`src/irq_regs_consts.vh`:
```
// register map, field positions and reset values of the interrupt pending/active block
`ifndef IRQ_REGS_CONSTS_VH
`define IRQ_REGS_CONSTS_VH

// ==========================================================
// register byte addresses
`define ADDR_W 32
`define ENABLE_SET_ADDR 32'he000e100
`define ENABLE_CLEAR_ADDR 32'he000e180
`define PENDING_SET_ADDR 32'he000e200
`define PENDING_CLEAR_ADDR 32'he000e280
`define ACTIVE_STATUS_ADDR 32'he000e300
`define ACK_ADDR 32'he000e380
`define IRQ_STATUS_ADDR 32'he000e400
`define IRQ_CLEAR_ADDR 32'he000e404
`define IRQ_ENABLE_ADDR 32'he000e408

// ==========================================================
// source bit positions
`define SRC_COUNT 17
`define BIT_TIMER_ONE 0
`define BIT_TIMER_TWO 1
`define BIT_MANAGEMENT 2
`define BIT_BASEBAND 3
`define BIT_SLEEP_TIMER 4
`define BIT_SERIAL_ONE 5
`define BIT_SERIAL_TWO 6
`define BIT_CRYPTO 7
`define BIT_RADIO_TIMER 8
`define BIT_RADIO_TX 9
`define BIT_RADIO_RX 10
`define BIT_ADC 11
`define BIT_EXT_PIN_A 12
`define BIT_EXT_PIN_B 13
`define BIT_EXT_PIN_C 14
`define BIT_EXT_PIN_D 15
`define BIT_DEBUG 16

// ==========================================================
// reset values and block event bits
`define SRC_RESET 17'h00000
`define EVT_COUNT 2
`define EVT_NEW_PENDING 0
`define EVT_OVERRUN 1
`define EVT_RESET 2'h0

`endif

```
`src/w1_bit_cell.v`:
```
// one source bit of a write-one-to-set / write-one-to-clear flag, set winning over clear
`timescale 1ns/1ps
`default_nettype none
module w1_bit_cell (
	input wire ref_clk,
	input wire resetn,
	input wire set_pulse,
	input wire clear_pulse,
	output reg flag_reg
);
	wire flag_next;

	// set beats clear when both land together
	assign flag_next = set_pulse ? 1'b1 : (clear_pulse ? 1'b0 : flag_reg);

	always @(posedge ref_clk or negedge resetn) begin
		if (!resetn) begin
			flag_reg <= 1'b0;
		end else begin
			flag_reg <= flag_next;
		end
	end
endmodule // w1_bit_cell
`default_nettype wire

```
`src/sticky_irq_bank.v`:
```
// sticky status bits with enable mask and one level interrupt output
`timescale 1ns/1ps
`default_nettype none
module sticky_irq_bank #(
	parameter WIDTH = 2
) (
	input wire ref_clk,
	input wire resetn,
	input wire [WIDTH-1:0] event_pulse,
	input wire [WIDTH-1:0] clear_pulse,
	input wire enable_wr,
	input wire [WIDTH-1:0] enable_data,
	output wire [WIDTH-1:0] status,
	output reg [WIDTH-1:0] enable_reg,
	output wire irq
);
	genvar i;

	generate
		for (i = 0; i < WIDTH; i = i + 1) begin : g_status
			w1_bit_cell u_cell (
				.ref_clk(ref_clk),
				.resetn(resetn),
				.set_pulse(event_pulse[i]),
				.clear_pulse(clear_pulse[i]),
				.flag_reg(status[i])
			);
		end
	endgenerate

	always @(posedge ref_clk or negedge resetn) begin
		if (!resetn) begin
			enable_reg <= {WIDTH{1'b0}};
		end else if (enable_wr) begin
			enable_reg <= enable_data;
		end
	end

	assign irq = |(status & enable_reg);
endmodule // sticky_irq_bank
`default_nettype wire

```
`src/irq_pending_active.v`:
```
// top-level interrupt pending, enable and active status registers for seventeen sources
//
// How it works
// pending-set write of one pends source
// pending-clear write of one unpends source
// read-only active register, same bit layout
// bit 16 debug, bits 15..12 pins D..A
// bit 11 ADC, 10..8 radio rx/tx/timer
// bit 7 crypto, 6..5 serial, 4 sleep
// bit 3 baseband, 2 management, 1..0 timers
// enable set/clear registers, same bit layout
// pending registers read pending; upper bits zero
//
// Decided for this implementation: the address-and-strobe port.
`timescale 1ns/1ps
`include "irq_regs_consts.vh"
`default_nettype none
module irq_pending_active #(
	parameter NSRC = `SRC_COUNT
) (
	input wire ref_clk,
	input wire resetn,
	input wire [`ADDR_W-1:0] addr,
	input wire [31:0] wdata,
	input wire wr_stb,
	input wire rd_stb,
	output reg [31:0] rdata,
	input wire timer_one_src,
	input wire timer_two_src,
	input wire management_src,
	input wire baseband_src,
	input wire sleep_timer_src,
	input wire serial_ctrl_one_src,
	input wire serial_ctrl_two_src,
	input wire crypto_src,
	input wire radio_timer_src,
	input wire radio_tx_src,
	input wire radio_rx_src,
	input wire adc_src,
	input wire ext_pin_a_src,
	input wire ext_pin_b_src,
	input wire ext_pin_c_src,
	input wire ext_pin_d_src,
	input wire debug_src,
	input wire [NSRC-1:0] service_done,
	output reg [NSRC-1:0] pending_out,
	output reg [NSRC-1:0] active_out,
	output wire irq
);
	// ==========================================================
	// source vector
	wire [NSRC-1:0] src_vec;
	wire [NSRC-1:0] src_rise;
	reg [NSRC-1:0] src_prev_reg;

	assign src_vec[`BIT_DEBUG] = debug_src;
	assign src_vec[`BIT_EXT_PIN_D] = ext_pin_d_src;
	assign src_vec[`BIT_EXT_PIN_C] = ext_pin_c_src;
	assign src_vec[`BIT_EXT_PIN_B] = ext_pin_b_src;
	assign src_vec[`BIT_EXT_PIN_A] = ext_pin_a_src;
	assign src_vec[`BIT_ADC] = adc_src;
	assign src_vec[`BIT_RADIO_RX] = radio_rx_src;
	assign src_vec[`BIT_RADIO_TX] = radio_tx_src;
	assign src_vec[`BIT_RADIO_TIMER] = radio_timer_src;
	assign src_vec[`BIT_CRYPTO] = crypto_src;
	assign src_vec[`BIT_SERIAL_TWO] = serial_ctrl_two_src;
	assign src_vec[`BIT_SERIAL_ONE] = serial_ctrl_one_src;
	assign src_vec[`BIT_SLEEP_TIMER] = sleep_timer_src;
	assign src_vec[`BIT_BASEBAND] = baseband_src;
	assign src_vec[`BIT_MANAGEMENT] = management_src;
	assign src_vec[`BIT_TIMER_TWO] = timer_two_src;
	assign src_vec[`BIT_TIMER_ONE] = timer_one_src;

	// rising edge of a source pends it
	assign src_rise = src_vec & ~src_prev_reg;

	always @(posedge ref_clk or negedge resetn) begin
		if (!resetn) begin
			src_prev_reg <= `SRC_RESET;
		end else begin
			src_prev_reg <= src_vec;
		end
	end

	// ==========================================================
	// address decode
	wire hit_en_set = (addr == `ENABLE_SET_ADDR);
	wire hit_en_clr = (addr == `ENABLE_CLEAR_ADDR);
	wire hit_pend_set = (addr == `PENDING_SET_ADDR);
	wire hit_pend_clr = (addr == `PENDING_CLEAR_ADDR);
	wire hit_active = (addr == `ACTIVE_STATUS_ADDR);
	wire hit_ack = (addr == `ACK_ADDR);
	wire hit_irq_status = (addr == `IRQ_STATUS_ADDR);
	wire hit_irq_clear = (addr == `IRQ_CLEAR_ADDR);
	wire hit_irq_enable = (addr == `IRQ_ENABLE_ADDR);

	wire [NSRC-1:0] wr_bits = wdata[NSRC-1:0];
	wire [NSRC-1:0] pend_set_wr = (wr_stb && hit_pend_set) ? wr_bits : {NSRC{1'b0}};
	wire [NSRC-1:0] pend_clr_wr = (wr_stb && hit_pend_clr) ? wr_bits : {NSRC{1'b0}};
	wire [NSRC-1:0] en_set_wr = (wr_stb && hit_en_set) ? wr_bits : {NSRC{1'b0}};
	wire [NSRC-1:0] en_clr_wr = (wr_stb && hit_en_clr) ? wr_bits : {NSRC{1'b0}};
	wire [NSRC-1:0] ack_wr = (wr_stb && hit_ack) ? wr_bits : {NSRC{1'b0}};

	// ==========================================================
	// per-source pending, enable and active state
	wire [NSRC-1:0] pending;
	wire [NSRC-1:0] enabled;
	wire [NSRC-1:0] active;
	wire [NSRC-1:0] take;
	wire [NSRC-1:0] retire;
	genvar i;

	// an enabled pending source with nothing in service becomes active
	assign take = pending & enabled & ~active & {NSRC{~(|active)}};
	assign retire = service_done | ack_wr;

	generate
		for (i = 0; i < NSRC; i = i + 1) begin : g_src
			w1_bit_cell u_pending (
				.ref_clk(ref_clk),
				.resetn(resetn),
				.set_pulse(pend_set_wr[i] | src_rise[i]),
				.clear_pulse(pend_clr_wr[i] | take[i]),
				.flag_reg(pending[i])
			);
			w1_bit_cell u_enable (
				.ref_clk(ref_clk),
				.resetn(resetn),
				.set_pulse(en_set_wr[i]),
				.clear_pulse(en_clr_wr[i]),
				.flag_reg(enabled[i])
			);
			w1_bit_cell u_active (
				.ref_clk(ref_clk),
				.resetn(resetn),
				.set_pulse(take[i]),
				.clear_pulse(retire[i]),
				.flag_reg(active[i])
			);
		end
	endgenerate

	always @(posedge ref_clk or negedge resetn) begin
		if (!resetn) begin
			pending_out <= `SRC_RESET;
			active_out <= `SRC_RESET;
		end else begin
			pending_out <= pending;
			active_out <= active;
		end
	end

	// ==========================================================
	// block events: new pending source, and an edge on an already pending one
	wire [`EVT_COUNT-1:0] evt;
	wire [`EVT_COUNT-1:0] evt_status;
	wire [`EVT_COUNT-1:0] evt_enable;
	wire [`EVT_COUNT-1:0] evt_clear;

	assign evt[`EVT_NEW_PENDING] = |(src_rise & ~pending);
	assign evt[`EVT_OVERRUN] = |(src_rise & pending);
	assign evt_clear = (wr_stb && hit_irq_clear) ? wdata[`EVT_COUNT-1:0] : `EVT_RESET;

	sticky_irq_bank #(
		.WIDTH(`EVT_COUNT)
	) u_irq_bank (
		.ref_clk(ref_clk),
		.resetn(resetn),
		.event_pulse(evt),
		.clear_pulse(evt_clear),
		.enable_wr(wr_stb && hit_irq_enable),
		.enable_data(wdata[`EVT_COUNT-1:0]),
		.status(evt_status),
		.enable_reg(evt_enable),
		.irq(irq)
	);

	// ==========================================================
	// read data, valid the cycle after the read strobe
	reg [31:0] rdata_next;

	always @* begin
		rdata_next = 32'h00000000;
		if (rd_stb) begin
			if (hit_pend_set || hit_pend_clr) begin
				rdata_next[NSRC-1:0] = pending;
			end else if (hit_en_set || hit_en_clr) begin
				rdata_next[NSRC-1:0] = enabled;
			end else if (hit_active) begin
				rdata_next[NSRC-1:0] = active;
			end else if (hit_irq_status) begin
				rdata_next[`EVT_COUNT-1:0] = evt_status;
			end else if (hit_irq_enable) begin
				rdata_next[`EVT_COUNT-1:0] = evt_enable;
			end
		end
	end

	always @(posedge ref_clk or negedge resetn) begin
		if (!resetn) begin
			rdata <= 32'h00000000;
		end else begin
			rdata <= rdata_next;
		end
	end
endmodule // irq_pending_active
`default_nettype wire

```
`config.mk`:
```
export PLATFORM = sky130hd
export DESIGN_NAME = irq_pending_active
export DESIGN_NICKNAME = d
export VERILOG_FILES = /design/src/w1_bit_cell.v /design/src/sticky_irq_bank.v /design/src/irq_pending_active.v
export VERILOG_INCLUDE_DIRS = /design/src /design/src/src
export SDC_FILE = /design/constraint.sdc
export NUM_CORES = 1
export LEC_CHECK = 0
export BUFFER_PORTS_ARGS = -buffer_cell sky130_fd_sc_hd__buf_2
export CORE_UTILIZATION = 55
export DETAILED_ROUTE_END_ITERATION = 6
export PLACE_DENSITY = 0.85
export RECOVER_POWER = 50
export SETUP_SLACK_MARGIN = 0.1
export SYNTH_ARGS = -nofsm -noshare
export SYNTH_HDL_FRONTEND = slang
export SYNTH_SLANG_ARGS = --single-unit
```
`constraint.sdc`:
```
create_clock -name ref_clk -period 4.17 [get_ports ref_clk]
set_clock_uncertainty 0.1 [all_clocks]
set_input_delay 0.6255 -clock ref_clk [delete_from_list [all_inputs] [get_ports ref_clk]]
set_output_delay 0.6255 -clock ref_clk [all_outputs]
set_load 0.01 [all_outputs]
```
==> results of run 1 <==
[cells by family after synthesis]
| logic type | after synthesis | share of synthesized area (%) |
|---|---|---|
| and+or+nand+nor | 165 | 17.35 |
| DFF | 123 | 55.28 |
| AOI/OAI and AO/OA | 107 | 16.63 |
| buffers and inverters | 82 | 7.213 |
| muxes | 19 | 3.461 |
| other | 1 | 0.06735 |
[final cells by class]
cell class                 instances  area share (%)
clock inverter                    12           2.846
clock buffer                      19           6.253
timing repair buffer             142           10.49
multi-input combinational        306           31.12
tap                              133           2.411
sequential                       123           44.59
inverter                          42           2.284
[path summary, 6_finish.rpt]
check,slack [ns],from,to
hold / removal,0.11,resetn,pending_out[9]
min in group ref_clk,0.11,ext_pin_d_src,src_prev_reg[15]
hold reg to reg,0.40,g_src[13].u_active.flag_reg,active_out[13]
setup / recovery,1.38,g_src[4].u_active.flag_reg,g_src[15].u_pending.flag_reg
setup reg to reg,1.38,g_src[4].u_active.flag_reg,g_src[15].u_pending.flag_reg
max in group asynchronous,3.32,resetn,active_out[9]
[power groups by stage]
stage               clock, uW  combinational, uW  sequential [uW]
finish                   1560                800             1670
floorplan                   0                421             1690
global route             1620                879             1690
CTS                      1560                801             1660
detailed placement          0                789             1670
global placement            0                759             1660
[worst max-delay path, cell delays in order, from the launching register on]
cell	delay, ns
dfrtp_1	0.45
nor4_1	0.73
nand4_4	0.62
o31a_1	0.46
a221o_1	0.31
[cells in the mapped netlist (11+ instances only)]
cell       count  area [sq um]
o31a_1        16         140.1
a221o_1       17         170.2
nor2b_1       28         175.2
dfrtp_1      123          3078
buf_4         18         135.1
nor3_1        18         90.09
a22oi_1       20         150.1
inv_1         42         157.7
mux2i_1       17         170.2
a32o_1        16         160.2
clkbuf_1      11         41.29
o2bb2ai_1     15         131.4
nand3_1       51         255.2
and2_1        17         106.4
[through the flow]
| step | total power, uW | setup WS (ns) |
|---|---|---|
| floorplan | 2115 | 1.794 |
| CTS | 4022 | 1.453 |
| finish | 4024 | 1.381 |
| detailed placement | 2460 | 1.260 |
| global route | 4191 | 1.352 |
| global placement | 2420 | 1.372 |
[routing by layer]
| metal | up-vias | part of all wire [%] | track usage [%] |
|---|---|---|---|
| met5 | - | 0 | 0 |
| met4 | 0 | 4.4 | 16.81 |
| met3 | 69 | 8.9 | 8.949 |
| met2 | 307 | 49 | 50.31 |
| met1 | 2333 | 38 | 37.63 |
| li1 | 2085 | - | - |
==> flow_metrics.env, run 1 <==
export IMPL_status="finished, final reports clean"
export IMPL_fp_dieH_um=102.6
export IMPL_drive_gt1_share_pct=26.55
export IMPL_multi_input_area_sq_um=2148
export IMPL_drt_iter0_drc=359
export IMPL_leakagePower_uw=0.003337
export IMPL_pwr_share_clk_pct=38.7
export IMPL_fin_hold_ws_ns=0.1084
export IMPL_swShare_pct=28.82
export IMPL_path_clk_slew_ns=0.06
export IMPL_vias=4794
export IMPL_finalSetupViolations=0
export IMPL_fin_crit_sh_pct=66.88
export IMPL_layout_common_cells="131 x buf_2, 123 x dfrtp_1, 51 x nand3_1, 42 x inv_1, 28 x nor2b_1"
export IMPL_grt_use_total_pct=31.08
export IMPL_yosys_warnings=0
export IMPL_ys_ff_latch=123
export IMPL_placed_cells_incl_taps=746
export IMPL_core_area_sq_um=9774
export IMPL_viasPerCell=6.170
export IMPL_postCtsHoldBufs=0
export IMPL_switchingPower_uw=1160
export IMPL_grt_pass1_wl_um=24210
export IMPL_hold_class="in2async"
export IMPL_setup_tns_ns=0
export IMPL_power_internal_uw=2864
export IMPL_dp_hpwl_um=9673
export IMPL_fin_util_pct=70.62
export IMPL_ant_nets=0
export IMPL_first_pass_iters=7
export IMPL_portBuffers=138
export IMPL_avgRoutedWirePerCell_um=19.86
export IMPL_postPlaceCellArea_sq_um=6286
export IMPL_clock_path_buffers=2
export IMPL_relSlewSlack_pct=35.24
export IMPL_seqCellArea_sq_um=3078
export IMPL_initial_core_util_pct=56.96
export IMPL_crit_fanout=34
export IMPL_layout_nets=734
export IMPL_dieArea_sq_um=10530
export IMPL_htreeDepth=4
export IMPL_vdd_drop_max_mv=0.3187
export IMPL_drt_wl_total_um=15430
export IMPL_drv_cap=0
export IMPL_synth_cell_types=43
export IMPL_rsz0062_at_grt="no"
export IMPL_num_rows=36
export IMPL_place_gp_congestion=0.8440
export IMPL_syn_area_per_cell_sq_um=11.20
export IMPL_io_pins=169
export IMPL_cts_buffers=17
export IMPL_final_common_cell="buf_2"
export IMPL_grt_antenna_before_repair=0
export IMPL_ff2ff_path_depth=4
export IMPL_pwr_share_seq_pct=41.4
export IMPL_slew_viol_final=0
export IMPL_syn_to_final_growth_pct=23.98
export IMPL_post_cts_buffers=0
export IMPL_cts_tree="yes"
export IMPL_powerDensity_nw_per_um2=582.9
export IMPL_grt_start_max_net_pins=124
export IMPL_clkSinkCount=123
export IMPL_grt_pass1_vias=4790
export IMPL_async_flop_share_pct=100.0
export IMPL_final_cells=777
export IMPL_overflow=0
export IMPL_critPathCaptureType="flop"
export IMPL_cts_root_buf="clkbuf_8"
export IMPL_synthCells=497
export IMPL_final_fill_count=685
export IMPL_combPwrFrac_pct=19.9
export IMPL_cp_arrival_ns=3.10
export IMPL_syn_area_sq_um=5568
export IMPL_drc_errors=0
export IMPL_fin_crit_ns=2.789
export IMPL_finalHoldViolations=0
export IMPL_post_cts_resize_count=0
export IMPL_startpoint_type="flop"
export IMPL_synthFlopType="dfrtp_1"
export IMPL_diodes=0
export IMPL_yosysSeqAreaShare_pct=55.28
export IMPL_clock_latency_ns=0.53
export IMPL_worst_setup_path_type="reg2reg"
export IMPL_worst_slew_pin_slew_ns=0.9704
export IMPL_fmax_mhz=358.5
export IMPL_die_w_um=102.6
export IMPL_synth_edf_count=0
export IMPL_design_area_sq_um=6903
export IMPL_crit_required_ns=4.48
Power figures use the tool's default switching activity.
==> run 2, diff against run 1 <==
--- a/config.mk
+++ b/config.mk
@@ -7,9 +7,9 @@
 export NUM_CORES = 1
 export LEC_CHECK = 0
 export BUFFER_PORTS_ARGS = -buffer_cell sky130_fd_sc_hd__buf_2
-export CORE_UTILIZATION = 55
+export CORE_UTILIZATION = 47
 export DETAILED_ROUTE_END_ITERATION = 6
-export PLACE_DENSITY = 0.85
+export PLACE_DENSITY = 0.77
 export RECOVER_POWER = 50
 export SETUP_SLACK_MARGIN = 0.1
 export SYNTH_ARGS = -nofsm -noshare
==> constraint.sdc (replaced) <==
create_clock -name ref_clk -period 2.4 [get_ports ref_clk]
set_clock_uncertainty 0.1 [all_clocks]
set_input_delay 0.36 -clock ref_clk [delete_from_list [all_inputs] [get_ports ref_clk]]
set_output_delay 0.36 -clock ref_clk [all_outputs]
set_load 0.01 [all_outputs]
==> run 2 against run 1 <==
Net effect:
- final area grew 5.6%
- clock power grew 62%
- critical path type unchanged
- setup slack lost 1.2 ns
- register-to-register slack lost 1.2 ns
- global-route usage shrank 3.6 points
- maximum frequency grew 24%
- critical endpoint unchanged
- highest routed layer unchanged
- largest power group unchanged
- wire length grew 5.6%
- sequential share of layout area shrank 2.4 points
- sequential power grew 72%
==> flow_metrics.env, run 2 (same netlist as run 1, synthesis figures left out) <==
export IMPL_initial_core_util_pct=48.55
export IMPL_grt_use_total_pct=27.50
export IMPL_leakagePower_uw=0.003533
export IMPL_cp_startpoint="g_src[5].u_active.flag_reg"
export IMPL_fmax_mhz=445.4
export IMPL_reg2reg_slack_ns=0.16
export IMPL_worst_slew_pin_slew_ns=0.8765
export IMPL_die_w_um=110.8
export IMPL_first_pass_iters=6
export IMPL_final_cells=830
export IMPL_cts_tree="yes"
export IMPL_final_fill_count=878
export IMPL_drv_cap=0
export IMPL_final_common_cell="buf_2"
export IMPL_path_clk_slew_ns=0.06
export IMPL_clkSinkCount=123
export IMPL_drt_wl_total_um=16300
export IMPL_grt_start_max_net_pins=52
export IMPL_layout_nets=777
export IMPL_grt_use_met3_pct=7.709
export IMPL_cpLargestDelayFamily="simple AND/OR/NAND/NOR gates"
export IMPL_worst_setup_path_type="reg2reg"
export IMPL_grt_pass1_vias=4980
export IMPL_drc_errors=0
export IMPL_avgRoutedWirePerCell_um=19.64
export IMPL_max_stage_delay_ns=0.56
export IMPL_clock_path_buffers=2
export IMPL_layout_common_cells="129 x buf_2, 123 x dfrtp_1, 51 x nand3_1, 42 x inv_1, 28 x nor2b_1"
export IMPL_multi_input_area_sq_um=2166
export IMPL_crit_required_ns=2.59
export IMPL_io_pins=169
export IMPL_timing_critical_path_slowest_stage_cell="or4_4"
export IMPL_fin_util_pct=63.58
export IMPL_grt_antenna_before_repair=0
export IMPL_finalSetupViolations=0
export IMPL_syn_to_final_growth_pct=30.94
export IMPL_cp_arrival_ns=2.44
export IMPL_clock_latency_ns=0.42
export IMPL_cts_root_buf="clkbuf_16"
export IMPL_relSlewSlack_pct=41.57
export IMPL_cts_buffers=17
export IMPL_fp_dieH_um=110.8
export IMPL_startpoint_type="flop"
export IMPL_path_cells="or4_4, nor3_4, nand4_4, buf_12, o31a_1, a221o_1"
export IMPL_busiest_layer="met2"
export IMPL_reg2reg_from="g_src[5].u_active.flag_reg"
export IMPL_portBuffers=138
export IMPL_slew_viol_final=0
export IMPL_num_rows=39
export IMPL_diodes=0
export IMPL_placed_cells_incl_taps=775
export IMPL_status="finished, final reports clean"
export IMPL_setup_tns_ns=0
export IMPL_overflow=0
export IMPL_crit_fanout=20
export IMPL_powerDensity_nw_per_um2=964.9
export IMPL_htreeDepth=4
export IMPL_critPathCaptureType="flop"
export IMPL_dp_hpwl_um=10660
export IMPL_use_met1_pct=35.71
export IMPL_vias=4985
export IMPL_ff2ff_path_depth=6
export IMPL_vdd_drop_max_mv=0.8542
export IMPL_fin_crit_sh_pct=93.54
export IMPL_grt_pass1_wl_um=26200
export IMPL_core_area_sq_um=11470
export IMPL_path_depth=6
export IMPL_dieArea_sq_um=12290
export IMPL_place_gp_congestion=0.8435
export IMPL_timing_rr_end="g_src[15].u_pending.flag_reg"
export IMPL_hold_class="in2reg"
export IMPL_grt_use_met2_pct=42.77
export IMPL_postPlaceCellArea_sq_um=6476
export IMPL_fin_crit_ns=2.245
export IMPL_viasPerCell=6.006
export IMPL_drive_gt1_share_pct=28.09
export IMPL_ant_nets=0
export IMPL_seqCellArea_sq_um=3078
export IMPL_design_area_sq_um=7291
export IMPL_rsz0062_at_grt="yes"
export IMPL_drt_iter0_drc=409
export IMPL_crit_buf_inv=1
export IMPL_cp_endpoint="g_src[15].u_pending.flag_reg"
export IMPL_finalHoldViolations=0
## run 2: changes by cell type in the layout (fill, tap and decap cells not counted), moves of 2 or more
cell / before / now
buf_12: 1 / 4
buf_2: 131 / 129
buf_4: 3 / 16
bufinv_16: 5 / 2
clkbuf_1: 8 / 13
clkbuf_2: 0 / 4
clkbuf_8: 2 / 5
clkinvlp_4: 3 / 1
dlygate4sd3_1: 0 / 18
nor3_1: 18 / 16
## run 2: how the worst min path moves through the flow
stage | startpoint | endpoint | slack (ns) | cells past startpoint
3_5_place_dp | resetn | active_out[11] | 0.25 | 1
5_1_grt | wdata[6] | g_src[6].u_pending.flag_reg | 0.11 | 2
3_3_place_gp | resetn | pending_out[10] | 0.23 | 1
2_1_floorplan | resetn | active_out[0] | -0.04 | 0
4_1_cts | wdata[6] | g_src[6].u_pending.flag_reg | 0.12 | 2
6_report | wdata[6] | g_src[6].u_pending.flag_reg | 0.13 | 2
## run 2: stage by stage
stage / power [uW] / worst slack, ns / hold slack, ns
6_report: 7035 / 0.1551 / 0.1254
5_1_grt: 7315 / 0.08494 / 0.1105
4_1_cts: 7049 / 0.08973 / 0.1175
3_5_place_dp: 4362 / 0.07737 / 0.2462
3_3_place_gp: 4281 / 0.1211 / 0.2326
2_1_floorplan: 3675 / 0.2370 / -0.03559
## run 2: final cells by class
| cell class | count | share of cell area, % |
|---|---|---|
| Inverter | 42 | 2.162 |
| Multi-Input combinational cell | 306 | 29.71 |
| Clock inverter | 7 | 1.201 |
| Timing Repair Buffer | 185 | 15.38 |
| Tap cell | 143 | 2.454 |
| Clock buffer | 24 | 6.882 |
| Sequential cell | 123 | 42.22 |
## run 2: metal layers
layer	up-vias	part of all wire, %
met3	67	9.2
met1	2391	40
met5	-	0
met4	0	3.6
met2	345	47
li1	2182	-
## run 2: what timing repair did
action | 4_1_cts | 5_1_grt
hold buffers | 18 | 0
buffers inserted | 6 | 0
endpoints found under the setup margin | 13 | 22
resized for setup | 9 | 2
pin swaps | 3 | 2
hold endpoints to repair | 51 | 0
## run 2: report_power, final
group          leakage (uW)  switching [uW]  internal, uW
combinational       0.00181             821           822
clock              0.000292             870          1650
sequential          0.00143             361          2510
## run 2: worst reg2reg max path, stage by stage, from the launching register on
cell	delay (ns)
dfrtp_1	0.38
or4_4	0.56
nor3_4	0.17
nand4_4	0.15
buf_12	0.20
o31a_1	0.25
a221o_1	0.30
==> run 3, diff against run 2 <==
--- a/config.mk
+++ b/config.mk
@@ -7,9 +7,8 @@
 export NUM_CORES = 1
 export LEC_CHECK = 0
 export BUFFER_PORTS_ARGS = -buffer_cell sky130_fd_sc_hd__buf_2
-export CORE_UTILIZATION = 47
+export CORE_UTILIZATION = 35
 export DETAILED_ROUTE_END_ITERATION = 6
-export PLACE_DENSITY = 0.77
 export RECOVER_POWER = 50
 export SETUP_SLACK_MARGIN = 0.1
 export SYNTH_ARGS = -nofsm -noshare
==> constraint.sdc (replaced) <==
create_clock -name ref_clk -period 2.6 [get_ports ref_clk]
set_clock_uncertainty 0.1 [all_clocks]
set_input_delay 0.39 -clock ref_clk [delete_from_list [all_inputs] [get_ports ref_clk]]
set_output_delay 0.39 -clock ref_clk [all_outputs]
set_load 0.01 [all_outputs]
==> run 3 against run 2 <==
Net effect:
- final cell count grew 7.1%
- largest cell class unchanged
- die area up 34%
- utilization shrank 16 points
- maximum frequency down 5.2%
- highest routed layer unchanged
==> flow_metrics.env, run 3 (same netlist as run 1, synthesis figures left out) <==
export IMPL_relSlewSlack_pct=15.68
export IMPL_num_rows=45
export IMPL_first_pass_iters=5
export IMPL_leakagePower_uw=0.003423
export IMPL_dp_worst_setup_slack_ns=0.2455
export IMPL_ant_nets=0
export IMPL_final_common_cell="dfrtp_1"
export IMPL_drc_errors=0
export IMPL_crit_buf_inv=1
export IMPL_viasPerCell=5.318
export IMPL_cp_startpoint="g_src[7].u_active.flag_reg"
export IMPL_grt_pass1_wl_um=26030
export IMPL_overflow=0
export IMPL_drt_iter0_drc=388
export IMPL_drive_gt1_share_pct=24.63
export IMPL_post_cts_resize_count=0
export IMPL_reg2reg_from="g_src[7].u_active.flag_reg"
export IMPL_drt_wl_total_um=16420
export IMPL_startpoint_type="flop"
export IMPL_clock_latency_ns=0.42
export IMPL_io_pins=169
export IMPL_layout_nets=767
export IMPL_worst_slew_pin_slew_ns=1.265
export IMPL_syn_to_final_growth_pct=30.27
export IMPL_cpLargestDelayFamily="simple AND/OR/NAND/NOR gates"
export IMPL_vias=4728
export IMPL_grt_antenna_before_repair=0
export IMPL_finalHoldViolations=0
export IMPL_design_area_sq_um=7253
export IMPL_avgRoutedWirePerCell_um=18.47
export IMPL_path_clk_slew_ns=0.06
export IMPL_post_cts_buffers=0
export IMPL_hold_class="in2reg"
export IMPL_grt_use_total_pct=21.31
export IMPL_cp_arrival_ns=2.56
export IMPL_worst_setup_path_type="reg2reg"
export IMPL_critPathCaptureType="flop"
export IMPL_place_gp_congestion=0.8260
export IMPL_htreeDepth=4
export IMPL_vdd_drop_max_mv=0.4702
export IMPL_finalSetupViolations=0
export IMPL_crit_required_ns=2.79
export IMPL_fin_ws_ns=0.2312
export IMPL_powerDensity_nw_per_um2=879.8
export IMPL_cts_root_buf="clkbuf_16"
export IMPL_path_cells="or4_1, nor3_2, nand4_4, buf_4, o31a_1, a221o_1"
export IMPL_postCtsHoldBufs=18
export IMPL_fin_crit_sh_pct=91.11
export IMPL_rsz0062_at_grt="no"
export IMPL_drv_cap=0
export IMPL_slew_viol_final=0
export IMPL_dp_hpwl_um=11360
export IMPL_grt_pass1_vias=4860
export IMPL_grt_start_max_net_pins=58
export IMPL_status="finished, final reports clean"
export IMPL_die_w_um=128.1
export IMPL_dieArea_sq_um=16420
export IMPL_layout_common_cells="123 x dfrtp_1, 114 x buf_2, 51 x nand3_1, 42 x inv_1, 28 x nor2b_1"
export IMPL_timing_critical_path_slowest_stage_cell="or4_1"
export IMPL_max_stage_delay_ns=0.56
export IMPL_clkSinkCount=123
export IMPL_portBuffers=138
export IMPL_clock_path_buffers=2
export IMPL_cts_tree="yes"
export IMPL_setup_tns_ns=0
export IMPL_diodes=0
export IMPL_hold_start="wdata[5]"
export IMPL_cts_buffers=17
export IMPL_fmax_mhz=422.2
export IMPL_crit_fanout=14
export IMPL_fp_dieH_um=128.1
export IMPL_initial_core_util_pct=36.22
export IMPL_fin_crit_ns=2.369
export IMPL_postPlaceCellArea_sq_um=6519
export IMPL_core_area_sq_um=15370
==> run 3: changes by cell type in the layout (fill, tap and decap cells not counted), sizes merged <==
cell / change
buf: -19
clkinv: -1
clkbuf: +11
==> run 3: metrics by stage <==
step / power, uW / std cells / hold slack, ns / utilization, %
floorplan: 3392 / 511 / -0.005591 / -
global placement: 3996 / 839 / 0.2213 / 42.41
detailed placement: 4049 / 839 / 0.2342 / 42.41
CTS: 6479 / 889 / 0.1251 / 47.50
global route: 6706 / 889 / 0.1561 / 47.19
finish: 6381 / 889 / 0.1467 / 47.19
==> run 3: final timing paths <==
check / cells past startpoint / slack (ns) / endpoint
max: 6 / 0.23 / g_src[7].u_pending.flag_reg
min: 2 / 0.15 / g_src[5].u_pending.flag_reg
max reg2reg: 6 / 0.23 / g_src[7].u_pending.flag_reg
min reg2reg: 0 / 0.38 / pending_out[0]
max in group asynchronous: 3 / 0.52 / g_src[10].u_active.flag_reg
min in group asynchronous: 2 / 0.33 / g_src[2].u_enable.flag_reg
==> run 3: layout make-up <==
cell class,count,area [sq um]
inverter,42,157.7
clock buffer,26,519.2
fill,1443,8118
tap,211,264.0
multi-input combinational,306,2146
sequential,123,3078
clock inverter,6,82.58
timing repair buffer,175,1006
==> run 3: power breakdown <==
part	switching, uW	total [uW]	internal (uW)
Combinational	693	1350	656
Sequential	343	2660	2320
Clock	813	2370	1560
Total	1850	6380	4530
==> run 3: layer usage <==
metal	global-route usage [%]	vias to the layer above	routed length (um)
met4	11.49	0	445
li1	-	2155	-
met5	0	-	0
met2	32.70	250	7484
met3	5.008	41	1211
met1	27.89	2282	7281
